==> config.mk <==
export PLATFORM = sky130hd
export DESIGN_NAME = mcu_instruction_decode_exec
export DESIGN_NICKNAME = d
export VERILOG_FILES = /design/src/core/mcu_decode_pkg.sv /design/src/core/ret_stack.sv /design/src/core/instr_decode.sv /design/src/core/mcu_instruction_decode_exec.sv
export VERILOG_INCLUDE_DIRS = /design/src /design/src/core
export SDC_FILE = /design/constraint.sdc
export NUM_CORES = 1
export LEC_CHECK = 0
export BUFFER_PORTS_ARGS = -buffer_cell sky130_fd_sc_hd__buf_2
export CORE_MARGIN = 8
export CORE_UTILIZATION = 60
export DETAILED_ROUTE_END_ITERATION = 6
export PLACE_DENSITY = 0.8
export SLEW_MARGIN = 10
export SYNTH_ARGS = -nofsm -noshare
export SYNTH_HDL_FRONTEND = slang
export SYNTH_HIERARCHICAL = 1
export SYNTH_SLANG_ARGS = --single-unit
==> constraint.sdc <==
create_clock -name clk_in -period 10.25 [get_ports clk_in]
set_input_delay 1.025 -clock clk_in [delete_from_list [all_inputs] [get_ports clk_in]]
set_output_delay 1.025 -clock clk_in [all_outputs]
set_load 0.05 [all_outputs]
==> src/core/mcu_decode_map.svh <==
`ifndef MCU_DECODE_MAP_SVH
`define MCU_DECODE_MAP_SVH

`define INSTR_W 14
`define PC_W 13
`define CLASS_HI 13
`define CLASS_LO 12
`define OPC_HI 11
`define OPC_LO 8
`define DEST_BIT 7
`define FADDR_HI 6
`define BSEL_HI 9
`define BSEL_LO 7
`define LIT8_HI 7
`define LIT11_HI 10
`define PAGE_W 2
`define NOP_WORD 14'h0000
`define RESET_PC 13'h0000
`define TIMER_ZERO_ADDR 7'h01
`define SECOND_PORT_ADDR 7'h06
`define CTRL_RET 7'h08
`define CTRL_RETI 7'h09
`define CTRL_SLEEP 7'h63
`define CTRL_WDT 7'h64
`define SP_W 3
`define STACK_DEPTH 8

`endif

==> src/core/mcu_decode_pkg.sv <==
package mcu_decode_pkg;

    // one-hot quarter phases of an instruction cycle
    typedef enum logic [3:0] {
        PH_Q1 = 4'b0001,
        PH_Q2 = 4'b0010,
        PH_Q3 = 4'b0100,
        PH_Q4 = 4'b1000
    } phase_t;

    typedef enum logic [1:0] {
        CLS_BYTE = 2'h0,
        CLS_BIT = 2'h1,
        CLS_LIT = 2'h2
    } instr_class_t;

    typedef enum logic [5:0] {
        OP_NOP, OP_MOV_W_TO_F, OP_CLR_W, OP_CLR_REG, OP_SUB_WF, OP_DEC, OP_OR_WF, OP_AND_WF,
        OP_XOR_WF, OP_ADD_WF, OP_MOV_F, OP_COMP, OP_INC, OP_DEC_SKIP, OP_ROT_R, OP_ROT_L,
        OP_SWAP, OP_INC_SKIP, OP_BIT_CLR, OP_BIT_SET, OP_SKIP_CLR, OP_SKIP_SET, OP_LIT_MOV,
        OP_LIT_RET, OP_LIT_OR, OP_LIT_AND, OP_LIT_XOR, OP_LIT_SUB, OP_LIT_ADD, OP_CALL_SUB,
        OP_JUMP, OP_RET_SUB, OP_RET_INT, OP_STANDBY, OP_WDT_CLR
    } op_t;

endpackage : mcu_decode_pkg

==> src/core/ret_stack.sv <==
`timescale 1ns/100ps
`include "mcu_decode_map.svh"

module ret_stack (
    // clock
    input wire logic clk_in,
    input wire logic ce_in,
    // write side
    input wire logic push_in,
    input wire logic [`SP_W-1:0] wr_addr_in,
    input wire logic [`PC_W-1:0] wr_data_in,
    // read side, data one clock after the address
    input wire logic [`SP_W-1:0] rd_addr_in,
    output logic [`PC_W-1:0] rd_data_out
);
    logic [`PC_W-1:0] mem [`STACK_DEPTH];

    always_ff @(posedge clk_in) begin
        if (ce_in) begin
            if (push_in) begin
                mem[wr_addr_in] <= wr_data_in;
            end
            rd_data_out <= mem[rd_addr_in];
        end
    end
endmodule : ret_stack

==> src/core/instr_decode.sv <==
`timescale 1ns/100ps
`include "mcu_decode_map.svh"

module instr_decode (
    // instruction word
    input wire logic [`INSTR_W-1:0] instr_in,
    // decoded operation and fields
    output mcu_decode_pkg::op_t op_out,
    output mcu_decode_pkg::instr_class_t class_out,
    output logic dest_out,
    output logic [`FADDR_HI:0] faddr_out,
    output logic [`BSEL_HI-`BSEL_LO:0] bsel_out,
    output logic [`LIT8_HI:0] lit8_out,
    output logic [`LIT11_HI:0] lit11_out,
    output logic uses_file_out
);
    import mcu_decode_pkg::*;

    // [RULE14] fixed field positions
    assign dest_out = instr_in[`DEST_BIT];
    assign faddr_out = instr_in[`FADDR_HI:0];
    assign bsel_out = instr_in[`BSEL_HI:`BSEL_LO];
    assign lit8_out = instr_in[`LIT8_HI:0];
    assign lit11_out = instr_in[`LIT11_HI:0];

    // don't-care bits are simply never compared
    always_comb begin
        op_out = OP_NOP;
        class_out = CLS_BYTE;
        // [RULE2] exactly one class
        case (instr_in[`CLASS_HI:`CLASS_LO])
            2'h0: begin
                case (instr_in[`OPC_HI:`OPC_LO])
                    4'h0: begin
                        if (instr_in[`DEST_BIT]) begin
                            op_out = OP_MOV_W_TO_F;
                        end else begin
                            class_out = CLS_LIT;
                            case (instr_in[`FADDR_HI:0])
                                `CTRL_RET: op_out = OP_RET_SUB;
                                `CTRL_RETI: op_out = OP_RET_INT;
                                `CTRL_SLEEP: op_out = OP_STANDBY;
                                `CTRL_WDT: op_out = OP_WDT_CLR;
                                default: class_out = CLS_BYTE;
                            endcase
                        end
                    end
                    4'h1: op_out = instr_in[`DEST_BIT] ? OP_CLR_REG : OP_CLR_W;
                    4'h2: op_out = OP_SUB_WF;
                    4'h3: op_out = OP_DEC;
                    4'h4: op_out = OP_OR_WF;
                    4'h5: op_out = OP_AND_WF;
                    4'h6: op_out = OP_XOR_WF;
                    4'h7: op_out = OP_ADD_WF;
                    4'h8: op_out = OP_MOV_F;
                    4'h9: op_out = OP_COMP;
                    4'ha: op_out = OP_INC;
                    4'hb: op_out = OP_DEC_SKIP;
                    4'hc: op_out = OP_ROT_R;
                    4'hd: op_out = OP_ROT_L;
                    4'he: op_out = OP_SWAP;
                    default: op_out = OP_INC_SKIP;
                endcase
            end
            2'h1: begin
                class_out = CLS_BIT;
                case (instr_in[`OPC_HI:`OPC_HI-1])
                    2'h0: op_out = OP_BIT_CLR;
                    2'h1: op_out = OP_BIT_SET;
                    2'h2: op_out = OP_SKIP_CLR;
                    default: op_out = OP_SKIP_SET;
                endcase
            end
            2'h2: begin
                class_out = CLS_LIT;
                op_out = instr_in[`OPC_HI] ? OP_JUMP : OP_CALL_SUB;
            end
            default: begin
                class_out = CLS_LIT;
                // [RULE11] don't-cares accept both
                casez (instr_in[`OPC_HI:`OPC_LO])
                    4'b00??: op_out = OP_LIT_MOV;
                    4'b01??: op_out = OP_LIT_RET;
                    4'b1000: op_out = OP_LIT_OR;
                    4'b1001: op_out = OP_LIT_AND;
                    4'b1010: op_out = OP_LIT_XOR;
                    4'b110?: op_out = OP_LIT_SUB;
                    4'b111?: op_out = OP_LIT_ADD;
                    default: op_out = OP_NOP;
                endcase
            end
        endcase
    end

    assign uses_file_out = (class_out != CLS_LIT) && (op_out != OP_NOP) && (op_out != OP_CLR_W);
endmodule : instr_decode

==> src/core/mcu_instruction_decode_exec.sv <==
`timescale 1ns/100ps
`include "mcu_decode_map.svh"

// Behaviour
// [RULE1] each instruction is fetched and decoded as one 14-bit word
// [RULE2] every instruction falls in byte, bit or literal/control class
// [RULE3] byte ops: destination 0 writes accumulator, 1 writes the file register
// [RULE4] file address is a 7-bit direct address, 00 to 7F
// [RULE5] bit ops change only the selected bit of the addressed register
// [RULE6] literal is 8 bits for data, 11 bits for jump and call
// [RULE7] one instruction cycle is four clock periods
// [RULE8] true skips and program counter changes add a second, empty cycle
// [RULE9] file operands are read, modified, then stored; read always happens
// [RULE10] clearing a port register still reads it first
// [RULE11] don't-care encoding bits accept either value
// [RULE12] modifying the second port reads pin levels, not the latch
// [RULE13] writing timer zero clears the prescaler when assigned to it
// [RULE14] class in top bits; dest bit 7, address 6..0, bit-select 9..7
// [RULE15] reset returns to fetch state and drops any prefetched word
module mcu_instruction_decode_exec (
    // clock, reset, enable
    input wire logic clk_in,
    input wire logic reset_in,
    input wire logic ce_in,
    // program memory
    output logic [`PC_W-1:0] prog_addr_out,
    input wire logic [`INSTR_W-1:0] prog_data_in,
    input wire logic [`PAGE_W-1:0] pc_page_in,
    // file register access
    output logic [`FADDR_HI:0] file_addr_out,
    output logic file_rd_out,
    output logic file_wr_out,
    output logic [`LIT8_HI:0] file_wdata_out,
    input wire logic [`LIT8_HI:0] file_rdata_in,
    // second port pins and timer zero prescaler
    input wire logic [`LIT8_HI:0] port_pins_in,
    input wire logic prescaler_to_timer_in,
    output logic prescaler_clear_out,
    // core state
    output logic [`LIT8_HI:0] w_out,
    output logic zero_out,
    output logic carry_out,
    output logic digit_carry_out,
    output mcu_decode_pkg::instr_class_t instr_class_out,
    output logic sleep_out,
    output logic wdt_clear_out,
    output logic int_return_out
);
    import mcu_decode_pkg::*;

    phase_t phase, next_phase;
    logic [`PC_W-1:0] pc, next_pc, target, next_target;
    logic [`INSTR_W-1:0] ir, next_ir;
    logic [`LIT8_HI:0] w, next_w, operand, next_operand, wdata, next_wdata;
    logic z, next_z, c, next_c, dc, next_dc, flush, next_flush;
    logic [`SP_W-1:0] sp, next_sp;
    logic [`FADDR_HI:0] faddr_q, next_faddr_q;
    logic rd_q, next_rd_q, wr_q, next_wr_q, psc_q, next_psc_q;
    logic sleep_q, next_sleep_q, wdt_q, next_wdt_q, reti_q, next_reti_q;
    instr_class_t cls_q, next_cls_q;
    logic [`LIT8_HI:0] pin_s1, pin_s2, pin_s3, pin_stable, next_pin_stable;

    op_t op;
    instr_class_t cls;
    logic dest, uses_file;
    logic [`FADDR_HI:0] faddr;
    logic [`BSEL_HI-`BSEL_LO:0] bsel;
    logic [`LIT8_HI:0] lit8, alu_a, res, bmask;
    logic [`LIT11_HI:0] lit11;
    logic [`PC_W-1:0] stack_top;
    logic [`LIT8_HI+1:0] wide;
    logic r_c, r_dc, upd_z, to_file, to_w, skip, jump, push, pop;

    // [RULE1] decode of the full word
    instr_decode u_decode (
        .instr_in(ir),
        .op_out(op),
        .class_out(cls),
        .dest_out(dest),
        .faddr_out(faddr),
        .bsel_out(bsel),
        .lit8_out(lit8),
        .lit11_out(lit11),
        .uses_file_out(uses_file)
    );

    assign push = ce_in && (phase == PH_Q3) && (op == OP_CALL_SUB);
    ret_stack u_stack (
        .clk_in(clk_in),
        .ce_in(ce_in),
        .push_in(push),
        .wr_addr_in(sp),
        .wr_data_in(pc),
        .rd_addr_in(sp - `SP_W'(1)),
        .rd_data_out(stack_top)
    );

    // pins settle through three flops; a level counts once stages two and three agree
    for (genvar gi = 0; gi <= `LIT8_HI; gi++) begin : g_pin
        assign next_pin_stable[gi] = (pin_s2[gi] == pin_s3[gi]) ? pin_s3[gi] : pin_stable[gi];
    end

    always_ff @(posedge clk_in) begin
        if (reset_in) begin
            pin_s1 <= 8'h00;
            pin_s2 <= 8'h00;
            pin_s3 <= 8'h00;
            pin_stable <= 8'h00;
        end else if (ce_in) begin
            pin_s1 <= port_pins_in;
            pin_s2 <= pin_s1;
            pin_s3 <= pin_s2;
            pin_stable <= next_pin_stable;
        end
    end

    // execution unit; literal ops take the constant in place of the file value
    always_comb begin
        // [RULE6] 8-bit literal for data
        alu_a = (cls == CLS_LIT) ? lit8 : operand;
        res = alu_a;
        r_c = c;
        r_dc = dc;
        upd_z = 1'b0;
        to_file = 1'b0;
        to_w = 1'b0;
        skip = 1'b0;
        jump = 1'b0;
        pop = 1'b0;
        wide = {1'b0, alu_a} + {1'b0, w};
        // [RULE5] one-bit mask
        bmask = 8'h01 << bsel;
        case (op)
            OP_SUB_WF, OP_DEC, OP_OR_WF, OP_AND_WF, OP_XOR_WF, OP_ADD_WF, OP_MOV_F, OP_COMP, OP_INC,
            OP_DEC_SKIP, OP_ROT_R, OP_ROT_L, OP_SWAP, OP_INC_SKIP: begin
                // [RULE3] destination select
                to_file = dest;
                to_w = ~dest;
            end
            OP_BIT_CLR, OP_BIT_SET, OP_MOV_W_TO_F, OP_CLR_REG: to_file = 1'b1;
            OP_CLR_W, OP_LIT_MOV, OP_LIT_RET, OP_LIT_OR, OP_LIT_AND, OP_LIT_XOR, OP_LIT_SUB,
            OP_LIT_ADD: to_w = 1'b1;
            default: to_w = 1'b0;
        endcase
        case (op)
            OP_MOV_W_TO_F: res = w;
            // [RULE10] result is zero; for OP_CLR_REG the read already happened, OP_CLR_W reads nothing
            OP_CLR_W, OP_CLR_REG: begin
                res = 8'h00;
                upd_z = 1'b1;
            end
            OP_ADD_WF, OP_LIT_ADD: begin
                {r_c, res} = wide;
                r_dc = ({1'b0, alu_a[3:0]} + {1'b0, w[3:0]}) > 5'h0f;
                upd_z = 1'b1;
            end
            OP_SUB_WF, OP_LIT_SUB: begin
                wide = {1'b0, alu_a} - {1'b0, w};
                res = wide[`LIT8_HI:0];
                r_c = ~wide[`LIT8_HI+1];
                r_dc = alu_a[3:0] >= w[3:0];
                upd_z = 1'b1;
            end
            OP_DEC, OP_DEC_SKIP, OP_INC, OP_INC_SKIP: begin
                res = (op == OP_DEC || op == OP_DEC_SKIP) ? alu_a - 8'h01 : alu_a + 8'h01;
                upd_z = (op == OP_DEC || op == OP_INC);
                // [RULE8] skip on zero
                skip = (op == OP_DEC_SKIP || op == OP_INC_SKIP) && (res == 8'h00);
            end
            OP_OR_WF, OP_LIT_OR: begin
                res = alu_a | w;
                upd_z = 1'b1;
            end
            OP_AND_WF, OP_LIT_AND: begin
                res = alu_a & w;
                upd_z = 1'b1;
            end
            OP_XOR_WF, OP_LIT_XOR: begin
                res = alu_a ^ w;
                upd_z = 1'b1;
            end
            OP_MOV_F, OP_LIT_MOV: upd_z = (op == OP_MOV_F);
            OP_COMP: begin
                res = ~alu_a;
                upd_z = 1'b1;
            end
            OP_ROT_R: {res, r_c} = {c, alu_a};
            OP_ROT_L: {r_c, res} = {alu_a, c};
            OP_SWAP: res = {alu_a[3:0], alu_a[7:4]};
            // [RULE5] only the selected bit moves
            OP_BIT_CLR: res = alu_a & ~bmask;
            OP_BIT_SET: res = alu_a | bmask;
            OP_SKIP_CLR: skip = (alu_a & bmask) == 8'h00;
            OP_SKIP_SET: skip = (alu_a & bmask) != 8'h00;
            OP_LIT_RET, OP_RET_SUB, OP_RET_INT: begin
                jump = 1'b1;
                pop = 1'b1;
            end
            OP_CALL_SUB, OP_JUMP: jump = 1'b1;
            default: res = alu_a;
        endcase
    end

    // [RULE7] four phases per instruction cycle
    always_comb begin
        next_phase = phase;
        next_pc = pc;
        next_target = target;
        next_ir = ir;
        next_w = w;
        next_operand = operand;
        next_wdata = wdata;
        next_z = z;
        next_c = c;
        next_dc = dc;
        next_flush = flush;
        next_sp = sp;
        next_faddr_q = faddr_q;
        next_rd_q = 1'b0;
        next_wr_q = 1'b0;
        next_psc_q = 1'b0;
        next_sleep_q = 1'b0;
        next_wdt_q = 1'b0;
        next_reti_q = 1'b0;
        next_cls_q = cls;
        case (phase)
            PH_Q1: begin
                next_phase = PH_Q2;
                // [RULE9] read first, even for pure writes
                if (uses_file) begin
                    // [RULE4] 7-bit direct address
                    next_faddr_q = faddr;
                    next_rd_q = 1'b1;
                end
            end
            PH_Q2: begin
                next_phase = PH_Q3;
                // [RULE12] port value comes from the pins
                if (uses_file) begin
                    next_operand = (faddr == `SECOND_PORT_ADDR) ? pin_stable : file_rdata_in;
                end
            end
            PH_Q3: begin
                next_phase = PH_Q4;
                // [RULE9] store as directed
                if (to_file) begin
                    next_wr_q = 1'b1;
                    next_wdata = res;
                    // [RULE13] timer write clears prescaler
                    next_psc_q = (faddr == `TIMER_ZERO_ADDR) && prescaler_to_timer_in;
                end
                if (to_w) begin
                    next_w = res;
                end
                if (upd_z) begin
                    next_z = (res == 8'h00);
                end
                next_c = r_c;
                next_dc = r_dc;
                next_sleep_q = (op == OP_STANDBY);
                next_wdt_q = (op == OP_WDT_CLR);
                next_reti_q = (op == OP_RET_INT);
                // [RULE8] taken branch or skip drops the prefetch
                next_flush = skip || jump;
                // [RULE6] 11-bit target
                next_target = pop ? stack_top : (jump ? {pc_page_in, lit11} : pc + `PC_W'(1));
                if (push) begin
                    next_sp = sp + `SP_W'(1);
                end else if (pop) begin
                    next_sp = sp - `SP_W'(1);
                end
            end
            PH_Q4: begin
                next_phase = PH_Q1;
                next_pc = target;
                // [RULE8] second cycle runs as an empty word
                next_ir = flush ? `NOP_WORD : prog_data_in;
                next_flush = 1'b0;
            end
            default: next_phase = PH_Q1;
        endcase
    end

    always_ff @(posedge clk_in) begin
        // [RULE15] back to fetch, prefetch discarded
        if (reset_in) begin
            phase <= PH_Q1;
            pc <= `RESET_PC;
            target <= `RESET_PC;
            ir <= `NOP_WORD;
            w <= 8'h00;
            operand <= 8'h00;
            wdata <= 8'h00;
            z <= 1'b0;
            c <= 1'b0;
            dc <= 1'b0;
            flush <= 1'b0;
            sp <= `SP_W'(0);
            faddr_q <= (`FADDR_HI+1)'(0);
            rd_q <= 1'b0;
            wr_q <= 1'b0;
            psc_q <= 1'b0;
            sleep_q <= 1'b0;
            wdt_q <= 1'b0;
            reti_q <= 1'b0;
            cls_q <= CLS_BYTE;
        end else if (ce_in) begin
            phase <= next_phase;
            pc <= next_pc;
            target <= next_target;
            ir <= next_ir;
            w <= next_w;
            operand <= next_operand;
            wdata <= next_wdata;
            z <= next_z;
            c <= next_c;
            dc <= next_dc;
            flush <= next_flush;
            sp <= next_sp;
            faddr_q <= next_faddr_q;
            rd_q <= next_rd_q;
            wr_q <= next_wr_q;
            psc_q <= next_psc_q;
            sleep_q <= next_sleep_q;
            wdt_q <= next_wdt_q;
            reti_q <= next_reti_q;
            cls_q <= next_cls_q;
        end
    end

    assign prog_addr_out = pc;
    assign file_addr_out = faddr_q;
    assign file_rd_out = rd_q;
    assign file_wr_out = wr_q;
    assign file_wdata_out = wdata;
    assign prescaler_clear_out = psc_q;
    assign w_out = w;
    assign zero_out = z;
    assign carry_out = c;
    assign digit_carry_out = dc;
    assign instr_class_out = cls_q;
    assign sleep_out = sleep_q;
    assign wdt_clear_out = wdt_q;
    assign int_return_out = reti_q;

    // helper: a read was issued during the current instruction cycle
    logic rd_seen;
    always_ff @(posedge clk_in) begin
        if (reset_in || (ce_in && phase == PH_Q1)) begin
            rd_seen <= 1'b0;
        end else if (rd_q) begin
            rd_seen <= 1'b1;
        end
    end
endmodule : mcu_instruction_decode_exec

==> summary.md <==
| Metric | Value |
|---|---|
| Final GP Congestion | 0.9961 |
| Slew headroom | 30.25% |
| WL per Instance | 23.63 um |
| Final Hold Fails | 0 |
| Final max-slew violation count | 0 |
| Post-CTS Setup Inserts | 0 |
| TritonCTS clock tree | done |
| First-pass GRT wire length | 56.87 mm |
| Fin util | 66.93% |
| Post-synth ARST share | 0% |
| Gate count after technology mapping | 1254 |
| Detailed Place HPWL | 25.67 mm |
| Hold_buf cts | 0 |
| LEAKAGE | 4.919 nW |
| Core ar. | 0.02109 mm2 |
| Largest net degree at the start of global routing | 80 |
| Fin crit period | 5.750 ns |
| Die area | 0.02644 mm2 |
| Initial antenna violation count | 0 |
| Area delta synth->final | 9.451% |
| Clock Sinks | 239 |
| Clk_skew | 0.02663 ns |
| Final Cycle Share | 56.09% |
| Largest family of logic cells by synthesized area | compound AO/OA/AOI/OAI gates |
| Layout cell share with drive strength beyond 1 | 15.85% |
| R2R cell count | 17 |
| Power density cells | 135.5 mW/mm2 |
| Fin Hold WS | 0.4455 ns |
| Post-Layout Cell Count | 1581 |
| Placed cells | 1535 |
| Drt drc | 0 |
| Initial Util | 61.15% |
| RSZ-0062 raised after global routing | no |
| Synth top area share | 27.25% |
| Top cells by count, synth | nor2_1 (136), dfxtp_1 (122), edfxtp_1 (117), nand2_1 (87), a21oi_1 (82) |
| Die span in x | 162.6 um |
| Syn nets | 1319 |
| Vias in the first global route | 9871 |
| Syn Std Cell Area | 0.01289 mm2 |
| Status | finished, final reports clean |
| Via-to-Cell Ratio | 6.651 |
| Fmax | 173.9 MHz |
| First drt pass iteration count | 6 |
| Skew-Pair Late Insertion Delay | 0.55 ns |
| I/O pin count | 83 |
| Antenna cells | 0 |
| Initial DRC count | 1193 |
| Post-synthesis register bit count | 239 |
| Simple-gate share of the synthesized area | 15.99% |
| Hold_sp | target[0]$_SDFFE_PP0P_ |
| Ys flop type | dfxtp_1 |
| Final setup fails | 0 |
| Most frequent cell after synthesis | nor2_1 |
| Worst flop-to-flop path startpoint | ir[2]$_SDFFE_PP0P_ |
| Worst Path Arrival | 6.17 ns |
| CP max FO | 14 |
| Total GRT Usage | 27.36% |
| Clock root buffer | clkbuf_16 |
| FF-to-FF End | zero_out$_SDFFE_PP0P_ |
| Post-synthesis mux area share | 10.56% |
| Min-Delay Endpoint | prog_addr_out[0]$_SDFFE_PP0P_ |
| Overall Power | 1.913 mW |
| Synth Area in Compound Gates | 16.46% |
| CTS H-tree depth | 1 |
| Row count | 53 |
| Max-Cap Viols | 0 |
| Routed Antenna Nets | 0 |
| Seq/Total Area, Yosys | 46.19% |
| Via Count | 10520 |
| WL final | 37.35 mm |
| CTS clk-pin slew, worst paths | 0.07 ns |
| Slew @ Worst Pin | 1.044 ns |
| Area contributors post-synth | edfxtp_1 (27%), dfxtp_1 (19%), mux4_1 (4.9%), nor2_1 (4.0%), mux2i_1 (3.5%) |
| Critical path required time | 10.67 ns |
| CTS buffer count | 25 |
| Worst Hold Depth | 2 |
| Crit end category | flop |
| Synth area leader | edfxtp_1 |
| Die H | 162.6 um |
| Ys Warns | 6 |
| Netlist cell types | 99 |
| Post-layout nets | 1352 |
| Class of the worst hold path | flop to flop |
| Flop-to-flop setup slack | 4.50 ns |
| Post-synth EDFFs | 117 |
| Resized Gates After CTS | 0 |
| Clk buf depth | 3 |
| Mean Syn Cell Area | 10.28 um2 |
| CP startpoint kind | flop |
| Peak supply drop | 196.7 uV |
| Synth Area in Adders | 2.930% |
| Worst setup path class | flop to flop |
| Port bufs | 82 |
| Setup_tns | 0 ns |
| Grt ovf | 0 |
| XOR/XNOR share of the synthesized area | 2.106% |
## report_power, final
group	internal [mW]	total (mW)	switching [mW]
clock	0.491	0.875	0.384
sequential	0.999	1.00	0.00431
combinational	0.0122	0.0337	0.0214
## logic make-up after synthesis
| family | after synthesis |
|---|---|
| adders and majority gates | 29 |
| DFF | 239 |
| and+or+nand+nor | 407 |
| buffers and inverters | 148 |
| muxes | 90 |
| AOI/OAI and AO/OA | 310 |
| xor gates and xnor gates | 31 |
## metrics by stage
stage,setup WS (ns),cell area (um2)
CTS,4.629,14110
detailed placement,4.684,13330
global route,4.073,14110
global placement,4.903,13330
floorplan,5.950,12890
finish,4.500,14110
## metal layers
metal	GRT usage [%]	wire, um
met1	35.67	15210
met2	44.45	17670
met3	4.146	2918
met4	12.55	1549
met5	0	0
## sequential cells by signal, summed over array words and instances, names as in the netlist, 4 cells and up
register             flops
ir                      14
w_out                    8
u_stack/mem            104
pin_s3                   8
phase                    4
operand                  8
prog_addr_out           13
file_wdata_out           8
file_addr_out            7
pin_s2                   8
pin_s1                   8
u_stack/rd_data_out     13
pin_stable               8
target                  13
## final cells by class
cell class / count / area, um2
Tap cell: 275 / 344.1
Timing Repair Buffer: 112 / 638.1
Multi-Input combinational cell: 867 / 6231
Clock inverter: 8 / 65.06
Fill cell: 1596 / 6974
Clock buffer: 38 / 721.9
Sequential cell: 239 / 5956
Inverter: 42 / 157.7
## how the worst max path moves through the flow
stage                                   from                              to  slack [ns]  cells after the start
final                     ir[2]$_SDFFE_PP0P_           zero_out$_SDFFE_PP0P_        4.50                     17
after global routing      ir[2]$_SDFFE_PP0P_  file_wdata_out[6]$_SDFFE_PP0P_        4.07                     18
after global placement    ir[2]$_SDFFE_PP0P_           zero_out$_SDFFE_PP0P_        4.90                     17
after detailed placement  ir[2]$_SDFFE_PP0P_  file_wdata_out[6]$_SDFFE_PP0P_        4.68                     18
after CTS                 ir[2]$_SDFFE_PP0P_           zero_out$_SDFFE_PP0P_        4.63                     18
after floorplan           ir[2]$_SDFFE_PP0P_           zero_out$_SDFFE_PP0P_        5.95                     19
## cells in the final DEF (no fill, tap or decap), drive strengths merged, types with 8 or more instances in the layout
cell / Yosys / final
a211oi: 45 / 45
a21o: 8 / 8
a21oi: 84 / 84
a221oi: 8 / 8
a22oi: 8 / 8
a31oi: 13 / 13
and2: 12 / 12
buf: 54 / 112
clkbuf: 52 / 38
dfxtp: 122 / 122
edfxtp: 117 / 117
ha: 27 / 27
inv: 40 / 43
mux2: 17 / 17
mux2i: 47 / 47
mux4: 26 / 26
nand2: 88 / 88
nand2b: 12 / 12
nand3: 25 / 25
nand3b: 17 / 17
nand4: 9 / 9
nor2: 136 / 136
nor2b: 10 / 10
nor3: 38 / 38
nor3b: 12 / 12
nor4: 9 / 9
o21ai: 47 / 47
o22ai: 18 / 18
o31ai: 8 / 8
xnor2: 20 / 20
xor2: 11 / 11
## critical path: stages (launching register included)
cell,delay (ns)
dfxtp_1,0.46
nor4b_1,0.56
a31oi_1,0.08
o2bb2ai_1,0.16
a31oi_1,0.12
a21oi_1,0.35
nor2b_1,0.76
mux2i_2,0.64
inv_2,0.26
ha_1,0.45
o31ai_1,0.35
nor3_1,0.11
o221a_2,0.27
o2111a_1,0.26
a21oi_1,0.13
a2bb2oi_1,0.36
nand4bb_1,0.24
o31ai_2,0.08
No activity file was read; power rests on OpenSTA's default activity.
